**config.mk**
```make
export PLATFORM = sky130hd
export DESIGN_NAME = cbm_mask_gate
export DESIGN_NICKNAME = d
export VERILOG_FILES = /design/src/cbm_pkg.sv /design/src/cbm_gate.sv /design/src/cbm_mask_gate.sv
export SDC_FILE = /design/constraint.sdc
export NUM_CORES = 1
export LEC_CHECK = 0
export BUFFER_PORTS_ARGS = -buffer_cell sky130_fd_sc_hd__buf_4
export CELL_PAD_IN_SITES_DETAIL_PLACEMENT = 2
export CELL_PAD_IN_SITES_GLOBAL_PLACEMENT = 2
export CORE_UTILIZATION = 24
export CTS_CLUSTER_SIZE = 16
export DETAILED_ROUTE_END_ITERATION = 6
export PLACE_DENSITY_LB_ADDON = 0.1
export SYNTH_ARGS = -nofsm -noshare
export SYNTH_HDL_FRONTEND = slang
export SYNTH_HIERARCHICAL = 1
export SYNTH_SLANG_ARGS = --single-unit
```
**constraint.sdc**
```tcl
create_clock -name ref_clk_i -period 1.7 [get_ports ref_clk_i]
set_input_delay 0.34 -clock ref_clk_i [delete_from_list [all_inputs] [get_ports ref_clk_i]]
set_output_delay 0.34 -clock ref_clk_i [all_outputs]
set_load 0.1 [all_outputs]
```
**src/cbm_pkg.sv**
```systemverilog
// Package for the comparator blanking mask gate: register map, field positions, bus carrier.
// Assumes a 16-bit control register reached over Avalon-MM with 32-bit data.
package cbm_pkg;

  localparam int unsigned ADDR_W = 4;
  localparam logic [3:0] CTRL_OFFSET = 4'h0;
  localparam logic [3:0] STAT_OFFSET = 4'h4;
  localparam logic [15:0] CTRL_RESET = 16'h0000;
  localparam logic [15:0] CTRL_WR_MASK = 16'hBFFF;

  localparam int unsigned POS_BLANK_POL = 15;
  localparam int unsigned POS_OR_C_T = 13;
  localparam int unsigned POS_OR_C_N = 12;
  localparam int unsigned POS_OR_B_T = 11;
  localparam int unsigned POS_OR_B_N = 10;
  localparam int unsigned POS_OR_A_T = 9;
  localparam int unsigned POS_OR_A_N = 8;
  localparam int unsigned POS_AND_N_OR = 7;
  localparam int unsigned POS_AND_T_OR = 6;
  localparam int unsigned POS_AND_C_T = 5;
  localparam int unsigned POS_AND_C_N = 4;
  localparam int unsigned POS_AND_B_T = 3;
  localparam int unsigned POS_AND_B_N = 2;
  localparam int unsigned POS_AND_A_T = 1;
  localparam int unsigned POS_AND_A_N = 0;

  typedef struct packed {
    logic read;
    logic write;
    logic [ADDR_W-1:0] address;
    logic [3:0] byteenable;
    logic [31:0] writedata;
  } cbm_avl_req_t;

endpackage

```
**src/cbm_gate.sv**
```systemverilog
// Combinational mask gate network: three mask sources into an AND gate and an OR gate.
// Assumes the control word is stable register state; the caller registers the result.
`timescale 1ns/1ns
module cbm_gate
(
  input wire logic [15:0] ctrl_i,
  input wire logic [2:0] src_i,
  output logic and_gate_result_o,
  output logic blank_o
);
  import cbm_pkg::*;

  wire logic [2:0] or_true_en = {ctrl_i[POS_OR_C_T], ctrl_i[POS_OR_B_T], ctrl_i[POS_OR_A_T]};
  wire logic [2:0] or_inv_en = {ctrl_i[POS_OR_C_N], ctrl_i[POS_OR_B_N], ctrl_i[POS_OR_A_N]};
  wire logic [2:0] and_true_en = {ctrl_i[POS_AND_C_T], ctrl_i[POS_AND_B_T], ctrl_i[POS_AND_A_T]};
  wire logic [2:0] and_inv_en = {ctrl_i[POS_AND_C_N], ctrl_i[POS_AND_B_N], ctrl_i[POS_AND_A_N]};
  wire logic [5:0] or_terms = {or_true_en & src_i, or_inv_en & ~src_i};
  wire logic [5:0] and_terms = {and_true_en & src_i, and_inv_en & ~src_i};
  // An AND gate with no input enabled gives 0, so an empty gate blanks only through ctrl_i[POS_AND_N_OR]
  wire logic and_any = |{and_true_en, and_inv_en};
  wire logic and_res = and_any & (&(and_terms | ~{and_true_en, and_inv_en}));

  assign and_gate_result_o = and_res;
  assign blank_o = (|or_terms) | (ctrl_i[POS_AND_T_OR] & and_res)
    | (ctrl_i[POS_AND_N_OR] & ~and_res);
endmodule

```
**src/cbm_mask_gate.sv**
```systemverilog
// Top of the comparator blanking mask gate: Avalon-MM slave plus registered blanking path.
// Assumes mask sources and comparator level are synchronous to ref_clk_i.
`timescale 1ns/1ns
module cbm_mask_gate
(
  input wire logic ref_clk_i,
  input wire logic rst_i,
  input wire logic avs_read_i,
  input wire logic avs_write_i,
  input wire logic [cbm_pkg::ADDR_W-1:0] avs_address_i,
  input wire logic [3:0] avs_byteenable_i,
  input wire logic [31:0] avs_writedata_i,
  output logic [31:0] avs_readdata_o,
  output logic avs_waitrequest_o,
  input wire logic mask_source_a_i,
  input wire logic mask_source_b_i,
  input wire logic mask_source_c_i,
  input wire logic comp_i,
  output logic comp_o,
  output logic blank_o
);
  import cbm_pkg::*;

  cbm_avl_req_t req;
  logic [15:0] ctrl_q;
  logic [15:0] ctrl_d;
  logic ack_q;
  logic wait_q;
  logic [31:0] rdata_q;
  logic [31:0] rdata_d;
  logic blank_q;
  logic comp_q;
  logic and_res;
  logic blank_c;

  assign req = '{read: avs_read_i, write: avs_write_i, address: avs_address_i,
                 byteenable: avs_byteenable_i, writedata: avs_writedata_i};

  // One wait cycle per access: the access completes on the edge after ack_q rises
  wire logic access = (req.read | req.write) & ~ack_q;
  wire logic hit_ctrl = (req.address == CTRL_OFFSET);
  wire logic hit_stat = (req.address == STAT_OFFSET);
  // Writes wait for the completing edge, so a held request lands exactly once
  wire logic do_write = ack_q & req.write & hit_ctrl;
  wire logic [15:0] be_mask = {{8{req.byteenable[1]}}, {8{req.byteenable[0]}}};
  wire logic [15:0] wr_mask = be_mask & CTRL_WR_MASK;
  assign ctrl_d = do_write ? ((ctrl_q & ~wr_mask) | (req.writedata[15:0] & wr_mask)) : ctrl_q;

  // Status word: live OR result, both registered outputs and the AND result
  wire logic [3:0] stat_bits = {and_res, blank_q, comp_q, blank_c};

  // Unmapped addresses read zero and swallow writes
  assign rdata_d = hit_ctrl ? {16'h0000, ctrl_q & CTRL_WR_MASK}
                 : hit_stat ? {28'h0000000, stat_bits}
                 : 32'h00000000;

  cbm_gate u_gate
  (
    .ctrl_i(ctrl_q),
    .src_i({mask_source_c_i, mask_source_b_i, mask_source_a_i}),
    .and_gate_result_o(and_res),
    .blank_o(blank_c)
  );

  // Asserted level is 0 when polarity is set, else 1; blanked output sits at the idle level
  wire logic asserted = ctrl_q[POS_BLANK_POL] ? ~comp_i : comp_i;
  wire logic comp_next = (blank_c & asserted) ? ctrl_q[POS_BLANK_POL] : comp_i;

  // Control register: a write lands only on the edge where waitrequest is sampled low
  always_ff @(posedge ref_clk_i or posedge rst_i)
  begin
    if (rst_i)
    begin
      ctrl_q <= CTRL_RESET;
    end
    else
    begin
      ctrl_q <= ctrl_d;
    end
  end

  // Handshake: wait_q is a flop of its own so the bus sees a register, not an inverter
  always_ff @(posedge ref_clk_i or posedge rst_i)
  begin
    if (rst_i)
    begin
      ack_q <= 1'b0;
      wait_q <= 1'b1;
    end
    else
    begin
      ack_q <= access;
      wait_q <= ~access;
    end
  end

  // Read data is captured as the request is taken and holds until the next access
  always_ff @(posedge ref_clk_i or posedge rst_i)
  begin
    if (rst_i)
    begin
      rdata_q <= 32'h00000000;
    end
    else if (access)
    begin
      rdata_q <= rdata_d;
    end
  end

  // Blanking path: one cycle from mask sources and comparator level to the pins
  always_ff @(posedge ref_clk_i or posedge rst_i)
  begin
    if (rst_i)
    begin
      blank_q <= 1'b0;
      comp_q <= 1'b0;
    end
    else
    begin
      blank_q <= blank_c;
      comp_q <= comp_next;
    end
  end

  assign avs_waitrequest_o = wait_q;
  assign avs_readdata_o = rdata_q;
  assign blank_o = blank_q;
  assign comp_o = comp_q;

  a_pol_low_blank: assert property (@(posedge ref_clk_i) disable iff (rst_i)
    (ctrl_q[POS_BLANK_POL] && blank_c && !comp_i) |=> comp_o)
    else $error("asserted-low level passed while blanking");
  a_pol_high_blank: assert property (@(posedge ref_clk_i) disable iff (rst_i)
    (!ctrl_q[POS_BLANK_POL] && blank_c && comp_i) |=> !comp_o)
    else $error("asserted-high level passed while blanking");
  a_src_c_or: assert property (@(posedge ref_clk_i) disable iff (rst_i)
    ((ctrl_q[POS_OR_C_T] && mask_source_c_i) || (ctrl_q[POS_OR_C_N] && !mask_source_c_i)) |=> blank_o)
    else $error("source C did not blank");
  a_src_b_true: assert property (@(posedge ref_clk_i) disable iff (rst_i)
    (ctrl_q[POS_OR_B_T] && mask_source_b_i) |=> blank_o)
    else $error("true source B did not blank");
  a_src_b_inv: assert property (@(posedge ref_clk_i) disable iff (rst_i)
    (ctrl_q[POS_OR_B_N] && !mask_source_b_i) |=> blank_o)
    else $error("inverted source B did not blank");
  a_src_a_or: assert property (@(posedge ref_clk_i) disable iff (rst_i)
    ((ctrl_q[POS_OR_A_T] && mask_source_a_i) || (ctrl_q[POS_OR_A_N] && !mask_source_a_i)) |=> blank_o)
    else $error("source A did not blank");
  a_unused_bit_zero: assert property (@(posedge ref_clk_i) disable iff (rst_i)
    (!avs_waitrequest_o && hit_ctrl && avs_read_i) |-> !avs_readdata_o[14])
    else $error("bit 14 read as one");
  a_and_to_or: assert property (@(posedge ref_clk_i) disable iff (rst_i)
    ((ctrl_q[POS_AND_T_OR] && and_res) || (ctrl_q[POS_AND_N_OR] && !and_res)) |=> blank_o)
    else $error("AND result did not blank");
  a_idle_no_blank: assert property (@(posedge ref_clk_i) disable iff (rst_i)
    (ctrl_q[13:0] == 14'h0000) |=> !blank_o)
    else $error("blank without any enable");

  // Bus handshake: one wait cycle, answer held, nothing lands while waiting
  a_wait_one_cycle: assert property (@(posedge ref_clk_i) disable iff (rst_i)
    ((avs_read_i || avs_write_i) && avs_waitrequest_o) |=> !avs_waitrequest_o)
    else $error("request not answered after one wait cycle");
  a_wait_low_once: assert property (@(posedge ref_clk_i) disable iff (rst_i)
    (!avs_waitrequest_o) |=> avs_waitrequest_o)
    else $error("waitrequest low for more than one cycle");
  a_no_write_waiting: assert property (@(posedge ref_clk_i) disable iff (rst_i)
    avs_waitrequest_o |=> $stable(ctrl_q))
    else $error("control changed while waitrequest was high");
  a_rdata_held: assert property (@(posedge ref_clk_i) disable iff (rst_i)
    !access |=> $stable(avs_readdata_o))
    else $error("read data changed without an access");
  a_unmapped_zero: assert property (@(posedge ref_clk_i) disable iff (rst_i)
    (access && avs_read_i && !hit_ctrl && !hit_stat) |=> (avs_readdata_o == 32'h00000000))
    else $error("unmapped read returned nonzero data");
  a_stat_upper_zero: assert property (@(posedge ref_clk_i) disable iff (rst_i)
    (access && avs_read_i && hit_stat) |=> (avs_readdata_o[31:4] == 28'h0000000))
    else $error("status upper bits nonzero");
  a_write_lands: assert property (@(posedge ref_clk_i) disable iff (rst_i)
    (avs_write_i && !avs_waitrequest_o && hit_ctrl && (avs_byteenable_i[1:0] == 2'h3))
    |=> (ctrl_q == ($past(avs_writedata_i[15:0]) & CTRL_WR_MASK)))
    else $error("control write did not land as masked");
  a_spare_bit_clear: assert property (@(posedge ref_clk_i) disable iff (rst_i)
    !ctrl_q[14])
    else $error("spare control bit was set");

  // Levels that are not the asserted one always pass unchanged
  a_pol_low_pass: assert property (@(posedge ref_clk_i) disable iff (rst_i)
    (ctrl_q[POS_BLANK_POL] && comp_i) |=> comp_o)
    else $error("idle-high level did not pass");
  a_pol_high_pass: assert property (@(posedge ref_clk_i) disable iff (rst_i)
    (!ctrl_q[POS_BLANK_POL] && !comp_i) |=> !comp_o)
    else $error("idle-low level did not pass");
  a_unblanked_pass: assert property (@(posedge ref_clk_i) disable iff (rst_i)
    !blank_c |=> (comp_o == $past(comp_i)))
    else $error("comparator level altered without blanking");

  // A single OR enable must not blank when its source form is low
  a_src_c_true_only: assert property (@(posedge ref_clk_i) disable iff (rst_i)
    ((ctrl_q[13:6] == 8'h80) && !mask_source_c_i) |=> !blank_o)
    else $error("low source C blanked through true input");
  a_src_c_inv_only: assert property (@(posedge ref_clk_i) disable iff (rst_i)
    ((ctrl_q[13:6] == 8'h40) && mask_source_c_i) |=> !blank_o)
    else $error("high source C blanked through inverted input");
  a_src_b_true_only: assert property (@(posedge ref_clk_i) disable iff (rst_i)
    ((ctrl_q[13:6] == 8'h20) && !mask_source_b_i) |=> !blank_o)
    else $error("low source B blanked through true input");
  a_src_b_inv_only: assert property (@(posedge ref_clk_i) disable iff (rst_i)
    ((ctrl_q[13:6] == 8'h10) && mask_source_b_i) |=> !blank_o)
    else $error("high source B blanked through inverted input");
  a_src_a_true_only: assert property (@(posedge ref_clk_i) disable iff (rst_i)
    ((ctrl_q[13:6] == 8'h08) && !mask_source_a_i) |=> !blank_o)
    else $error("low source A blanked through true input");
  a_src_a_inv_only: assert property (@(posedge ref_clk_i) disable iff (rst_i)
    ((ctrl_q[13:6] == 8'h04) && mask_source_a_i) |=> !blank_o)
    else $error("high source A blanked through inverted input");

  // AND gate: empty gives zero, all enabled true inputs high gives one
  a_and_empty_low: assert property (@(posedge ref_clk_i) disable iff (rst_i)
    (ctrl_q[5:0] == 6'h00) |-> !and_res)
    else $error("AND gate with no inputs gave one");
  a_and_true_all: assert property (@(posedge ref_clk_i) disable iff (rst_i)
    ((ctrl_q[5:0] == 6'h2A) && mask_source_a_i && mask_source_b_i && mask_source_c_i) |-> and_res)
    else $error("AND gate missed all-high true inputs");
endmodule

```
=== After elaboration in Yosys (flattened, before gate mapping) ===
Cells that the tools add are included.

* Eq/ne operators: 1
* Mux-type cells: 4
* Bitwise operators: 25
* Reduce and logical (&&, ||, !) cells: 4

{| class="wikitable"
|+ Operators by type and width
! cell !! number
|-
| AND 16 bit || 2
|-
| 2-to-1 mux 16 bit || 1
|-
| inverter 16 bit || 1
|-
| OR 16 bit || 1
|-
| AND 3 bit || 4
|-
| OR reduction 6 bit || 2
|-
| AND 1 bit || 7
|-
| inverter 6 bit || 1
|-
| OR 6 bit || 1
|-
| AND reduction 6 bit || 1
|-
| == test 4 x 3 -> 1 bit, second input constant || 1
|-
| logical NOT 4 bit || 1
|-
| 2-to-1 mux 4 bit || 1
|-
| inverter 1 bit || 4
|-
| inverter 3 bit || 1
|-
| OR 1 bit || 3
|-
| 2-to-1 mux 1 bit || 2
|}

* Register bits: 52
* Output and inout bits: 35

=== Depth between registers and ports, before layout ===
Gate-level depths: netlist (run 1).

* Depth in word-level cells: 10
* Depth in mapped cells: 6
* Depth with buffers taken out: 6

=== Cells and area by module ===
The synthesis (run 1) kept the hierarchy.

{| class="wikitable"
|+ Modules (own cells, without submodules)
! module !! instances !! cells an instance !! area each (um^2) !! seq. area each (um^2)
|-
| cbm_mask_gate || 1 || 104 || 1441.4 || 852.1
|-
| cbm_gate || 1 || 16 || 112.6 || 0.0
|}

=== Worst setup path before layout (run 1) ===
Ideal clock, no wire load.

* Path type: register -> register
* Start: register with a tool-made name
* End: register comp_q, in the netlist comp_o
* Arrival time: 1.685 ns
* Required time: 1.575 ns
* Path slack: -0.110 ns
* Cell stages (with the launch flop): 6
* Path buffers: 0
* Clock period less this slack: 1.810 ns
* Cell sequence: dfrtp_1 > or4_4 > o21ai_1 > a21oi_1 > mux2i_1 > mux2_2

{| class="wikitable"
|+ RTL lines
! element !! RTL line !! RTL
|-
| end signal: assignment || cbm_mask_gate.sv:121 || <nowiki>comp_q <= comp_next;</nowiki>
|-
| end: declaration || cbm_mask_gate.sv:32 || <nowiki>logic comp_q;</nowiki>
|}

==> flow_summary.json, run 1 <==
{
  "synth_warnings": 6,
  "die_h_microns": 82.5,
  "endpoint_arrival_time_on_the_critical_path_ns": 2.01,
  "die-width_microns": 82.5,
  "p_total_mw": 2.41,
  "num_io_pins": 83,
  "cts_hold_buffers": 0,
  "timing.final.ws_setup_ns": -0.147,
  "critical_path.endpoint_type": "flip-flop",
  "powerDensity_nw_per_um2": 1140,
  "hold_violations": 0,
  "start_kind": "flip-flop",
  "yosys-top-cells-area": "sky130_fd_sc_hd__dfrtp_1, sky130_fd_sc_hd__mux2_2, sky130_fd_sc_hd__buf_4, sky130_fd_sc_hd__mux2i_1, sky130_fd_sc_hd__a22o_1",
  "synth_top_cell_area_share_pct": 53.1,
  "setup_repair_after_global_routing_missed_its_margin": "true",
  "crit_fanout": 2,
  "final_max_slew_viol_count": 0,
  "async_flop_share_pct": 100,
  "numClockSinks": 34,
  "final_layout_size_suffix_gt1_share_pct": 49.7,
  "drc": 0,
  "combined_area_of_all_synthesized_cells_sq_um": 1550,
  "outcome": "complete, but fails checks",
  "core_sq_um": 6100,
  "synthXorXnorAreaFrac_pct": 0,
  "timing.max_cap.violations": 0,
  "buffer_depth_of_the_longest_clock_path": 2,
  "period_needed_ns": 1.85,
  "vdd_ir_drop_max_mv": 0.359,
  "category_of_the_critical_setup_timing_path": "flip-flop to flip-flop",
  "fin_skew_ns": 0.00915,
  "drt-wirelength-per-cell_microns": 15.2,
  "syn-mean-instance-area_sq_um": 12.9,
  "synth_adder_area_share_pct": 0,
  "first_pass_grt_wire_length_microns": 6050,
  "antenna_found_initial": 0,
  "synth.ff_latch_count": 34,
  "synthesized_area_fraction_occupied_by_ao_oa_aoi_and_oai_cells_pct": 8.94,
  "hold_path.class": "input port to async pin",
  "initial_utilization_pct": 25.5,
  "detailedPlacementHpwl_microns": 2920,
  "main_combinational_cell_family_by_area_after_synthesis": "multiplexers",
  "achievable-frequency_mhz": 541,
  "synth-main-ff-cell": "sky130_fd_sc_hd__dfrtp_1",
  "cellLeakagePower_nw": 1.12,
  "violated_checks": "setup timing",
  "cts_max_level": 2,
  "area_growth_syn_to_layout_pct": 35.8,
  "layout.nets": 228,
  "firstDrtPassIters": 4,
  "detail_route.iter0.violations": 31,
  "core.rowCount": 28,
  "yosysTopAreaCell": "sky130_fd_sc_hd__dfrtp_1",
  "remaining_antenna_violation_count_after_routing": 0,
  "worst_setup_timing_slack_at_the_placement_stage_ns": -0.173,
  "grt.overflow.total": 0,
  "ctsRootBufferMaster": "sky130_fd_sc_hd__clkbuf_8",
  "floorplan.die_area_sq_um": 6800,
  "mapped_cells": 120,
  "worst_ep_required_time_ns": 1.87,
  "dr_total_vias": 1095,
  "routed_wirelength_microns": 3900,
  "cts-resized-gates": 4,
  "clkSlewWorstSetupHoldPaths_ns": 0.07,
  "diodes": 0,
  "synth_enable_flop_cells": 0,
  "via_per_inst": 4.28,
  "via_count_of_the_first_global_routing_pass": 1219,
  "grt_max_degree": 35,
  "post_synthesis_mux_area_share_pct": 18.0,
  "tritoncts": "done",
  "buffer_ports.inserted": 46,
  "grt.total_usage_pct": 12.7,
  "synth_seq_area_share_pct": 54.8,
  "final.period_utilization_pct": 109,
  "clock_insertion_delay_worst_skew_ns": 0.28,
  "worst-r2r-cell-count": 5,
  "tritoncts.num_buffers": 5,
  "post-cts-setup-buffers": 0,
  "yosys.area_share.simple_pct": 8.21,
  "setup-violations-final": 2,
  "gp_congestion": 0.676,
  "post_synth_num_cell_types": 22
}
[metal layers]
metal | GRT usage (%) | part of all wire [%]
met1 | 14.8 | 42
met2 | 21.5 | 51
met3 | 3.19 | 5.5
met4 | 6.32 | 1.5
met5 | 0 | 0
[cells by family (layout without fill, tap and decap cells)]
logic type,Yosys count,in the layout
other,1,17
AO/OA/AOI/OAI,19,19
flip-flops,34,34
AND/OR/NAND/NOR,18,18
buffers and inverters,22,67
multiplexers,26,26
[layout make-up]
type                       instances  area [sq um]
fill                             687          3990
sequential                        34           852
multi-input combinational         80           626
timing repair buffer              57           440
tap                               75          93.8
clock buffer                       7          86.3
inverter                           2          7.51
clock inverter                     1          5.00
[power by group]
part	internal [mW]	switching [mW]	leakage [nW]
registers	0.896	0.0616	0.456
logic	0.253	0.588	0.618
clock network	0.327	0.283	0.0482
total	1.48	0.933	1.12
[cell usage after synthesis (2+ instances only)]
master / number
sky130_fd_sc_hd__nor2_1: 3
sky130_fd_sc_hd__inv_1: 2
sky130_fd_sc_hd__mux2i_1: 10
sky130_fd_sc_hd__o21ai_1: 2
sky130_fd_sc_hd__buf_4: 18
sky130_fd_sc_hd__nand2_1: 5
sky130_fd_sc_hd__dfrtp_1: 33
sky130_fd_sc_hd__nor2_8: 2
sky130_fd_sc_hd__or4_4: 2
sky130_fd_sc_hd__a22o_1: 11
sky130_fd_sc_hd__nand3_1: 3
sky130_fd_sc_hd__o21ai_0: 4
sky130_fd_sc_hd__mux2_2: 16
[layout by cell type, fill, tap and decap left out]
cell                        n
sky130_fd_sc_hd__buf_4     56
sky130_fd_sc_hd__dfrtp_1   33
sky130_fd_sc_hd__conb_1    17
sky130_fd_sc_hd__mux2_2    16
sky130_fd_sc_hd__a22o_1    11
sky130_fd_sc_hd__mux2i_1    9
sky130_fd_sc_hd__clkbuf_8   6
sky130_fd_sc_hd__nand2_1    5
sky130_fd_sc_hd__nand3_1    3
sky130_fd_sc_hd__nor2_1     3
sky130_fd_sc_hd__or4_4      2
sky130_fd_sc_hd__nor2_8     2
sky130_fd_sc_hd__inv_1      2
sky130_fd_sc_hd__o21ai_1    2
sky130_fd_sc_hd__o21ai_0    2
sky130_fd_sc_hd__o21ai_2    2
sky130_fd_sc_hd__o21bai_1   1
sky130_fd_sc_hd__nor2_2     1
sky130_fd_sc_hd__or4_1      1
sky130_fd_sc_hd__dfstp_2    1
sky130_fd_sc_hd__clkbuf_1   1
sky130_fd_sc_hd__clkinv_2   1
sky130_fd_sc_hd__buf_12     1
sky130_fd_sc_hd__nor2b_1    1
sky130_fd_sc_hd__a21oi_2    1
sky130_fd_sc_hd__mux2i_2    1
[critical path, stage by stage (launching register included)]
cell and delay, ns:
sky130_fd_sc_hd__dfrtp_1 0.39, sky130_fd_sc_hd__or4_4 0.55, sky130_fd_sc_hd__o21ai_2 0.14, sky130_fd_sc_hd__a21oi_2 0.09, sky130_fd_sc_hd__mux2i_2 0.21, sky130_fd_sc_hd__mux2_2 0.35
[through the flow]
step / cell area, sq um / setup TNS (ns) / hold slack [ns] / utilization, % / cells
6_report: 2110 / -0.248 / 0.163 / 34.6 / 256
5_1_grt: 2110 / -0.361 / 0.187 / 34.6 / 256
3_5_place_dp: 2000 / -1.77 / 0.480 / 32.9 / 248
3_3_place_gp: 2000 / -1.45 / 0.469 / 32.9 / 248
4_1_cts: 2110 / -0.295 / 0.172 / 34.6 / 256
2_1_floorplan: 1610 / -0.110 / 0.478 / - / 136
[path summary, 6_finish.rpt]
path / start / end / slack [ns]
setup / recovery: flip-flop / comp_o / -0.15
hold / removal: rst_i / async pin / 0.16
setup reg to reg: flip-flop / comp_o / -0.15
hold reg to reg: avs_readdata_o[2] / avs_readdata_o[2] / 0.49
max in group asynchronous: rst_i / avs_waitrequest_o / 1.19
min in group ref_clk_i: avs_writedata_i[5] / flip-flop / 0.28
(Power assumes the default switching activity.)
==> run 2, diff against run 1 <==
Settings changed: CELL_PAD_IN_SITES_DETAIL_PLACEMENT 2 to 1, CORE_ASPECT_RATIO from default to 0.75.
==> flow_summary.json, run 2 (synthesis results as in run 1) <==
{
  "detailedPlacementHpwl_microns": 3010,
  "fin_skew_ns": 0.00385,
  "remaining_antenna_violation_count_after_routing": 0,
  "final_util_pct": 36.1,
  "mostFrequentLayoutCells": "sky130_fd_sc_hd__buf_4, sky130_fd_sc_hd__dfrtp_1, sky130_fd_sc_hd__conb_1",
  "area_growth_syn_to_layout_pct": 40.3,
  "clock_insertion_delay_worst_skew_ns": 0.28,
  "share_comb_of_total_power_pct": 34.0,
  "setup-violations-final": 2,
  "final_common_cell": "sky130_fd_sc_hd__buf_4",
  "diodes": 0,
  "drc": 0,
  "final_max_slew_viol_count": 0,
  "cts_hold_buffers": 0,
  "antenna_found_initial": 0,
  "via_per_inst": 4.20,
  "final.period_utilization_pct": 108,
  "routed_wirelength_microns": 3920,
  "start_kind": "flip-flop",
  "internal-power_mw": 1.60,
  "finalSetupTns_ns": -0.278,
  "grt.overflow.total": 0,
  "period_needed_ns": 1.84,
  "achievable-frequency_mhz": 542,
  "worst-r2r-cell-count": 5,
  "timing.max_cap.violations": 0,
  "clock_power_share_pct": 28.9,
  "critical_path.endpoint_type": "flip-flop",
  "drt-wirelength-per-cell_microns": 14.8,
  "dr_total_vias": 1108,
  "grt_max_degree": 35,
  "die_h_microns": 71.7,
  "num_io_pins": 83,
  "numClockSinks": 34,
  "switchingPower_mw": 0.971,
  "cellLeakagePower_nw": 1.16,
  "detail_route.iter0.violations": 33,
  "setup_repair_after_global_routing_missed_its_margin": "true",
  "firstDrtPassIters": 4,
  "die-width_microns": 94.9,
  "crit_fanout": 2,
  "buffer_ports.inserted": 46,
  "outcome": "complete, but fails checks",
  "timing.final.ws_setup_ns": -0.144,
  "hold_violations": 0,
  "violated_checks": "setup timing",
  "power.switching_fraction_pct": 37.7,
  "grt.total_usage_pct": 12.6,
  "powerDensity_nw_per_um2": 1180,
  "core_sq_um": 6040,
  "fill_cells": 660,
  "endpoint_arrival_time_on_the_critical_path_ns": 2.02,
  "power_frac_seq_pct": 37.1,
  "floorplan.die_area_sq_um": 6800,
  "tritoncts.num_buffers": 5,
  "multi_input_area_sq_um": 637,
  "vdd_ir_drop_max_mv": 0.287,
  "ctsRootBufferMaster": "sky130_fd_sc_hd__clkbuf_8",
  "clkSlewWorstSetupHoldPaths_ns": 0.07,
  "via_count_of_the_first_global_routing_pass": 1243,
  "gp_congestion": 0.699,
  "tritoncts": "done",
  "sequential_cell_area_sq_um": 852,
  "layout.nets": 233,
  "buffer_depth_of_the_longest_clock_path": 2,
  "p_total_mw": 2.58,
  "core.rowCount": 24,
  "worst_setup_timing_slack_at_the_placement_stage_ns": -0.180,
  "first_pass_grt_wire_length_microns": 6340,
  "final_layout_size_suffix_gt1_share_pct": 52.7,
  "initial_utilization_pct": 25.7,
  "cts_max_level": 2,
  "hold_path.class": "input port to async pin",
  "worst_ep_required_time_ns": 1.87,
  "category_of_the_critical_setup_timing_path": "flip-flop to flip-flop"
}
## run 2: timing repair
action | 4_1_cts | 5_1_grt
pin swaps | 1 | 3
cloned | 0 | 0
endpoints found under the setup margin | 3 | 3
setup buffers | 1 | 1
resized for setup | 6 | 3
## run 2: worst paths after layout
check                                         from                 to  slack [ns]
worst max-delay path                     flip-flop             comp_o       -0.14
max in group asynchronous                    rst_i  avs_waitrequest_o        1.21
min in group ref_clk_i          avs_writedata_i[2]          flip-flop        0.28
worst min register to register   avs_readdata_o[1]  avs_readdata_o[1]        0.50
worst max register to register           flip-flop             comp_o       -0.14
worst min-delay path                         rst_i  avs_readdata_o[0]        0.15
## run 2: worst max-delay path: stages (launching register included)
cell                      delay, ns
sky130_fd_sc_hd__dfrtp_1       0.40
sky130_fd_sc_hd__or4_4         0.53
sky130_fd_sc_hd__o21ai_2       0.16
sky130_fd_sc_hd__a21oi_2       0.09
sky130_fd_sc_hd__mux2i_2       0.23
sky130_fd_sc_hd__mux2_4        0.32
## run 2: area by class of cell
cell class / instances / share of cell area [%]
tap: 78 / 4.48
inverter: 2 / 0.344
clock inverter: 3 / 1.84
sequential: 34 / 39.1
clock buffer: 5 / 3.16
timing repair buffer: 62 / 21.9
multi-input combinational: 80 / 29.2
## run 2: per-stage QoR
| step | instance area [sq um] | instances | hold WS, ns |
|---|---|---|---|
| global placement | 2040 | 255 | 0.472 |
| detailed placement | 2040 | 255 | 0.487 |
| CTS | 2160 | 263 | 0.177 |
| global route | 2180 | 264 | 0.207 |
| floorplan | 1610 | 136 | 0.478 |
| finish | 2180 | 264 | 0.153 |
## run 2: power by group through the flow
stage	Clock, mW	Sequential, mW	Combinational (mW)
3_5_place_dp	0	0.974	0.833
5_1_grt	0.794	0.970	0.924
6_report	0.745	0.956	0.875
4_1_cts	0.765	0.958	0.853
2_1_floorplan	0	1.20	0.381
3_3_place_gp	0	0.968	0.828
## run 2: per-layer routing
layer | GRT usage, % | wire, microns | share of wire, % | up-vias
met4 | 4.55 | 44 | 1.1 | 0
li1 | - | - | - | 521
met5 | 0 | 0 | 0 | -
met3 | 4.03 | 285 | 7.3 | 5
met1 | 17.6 | 1820 | 46 | 542
met2 | 18.4 | 1760 | 45 | 40
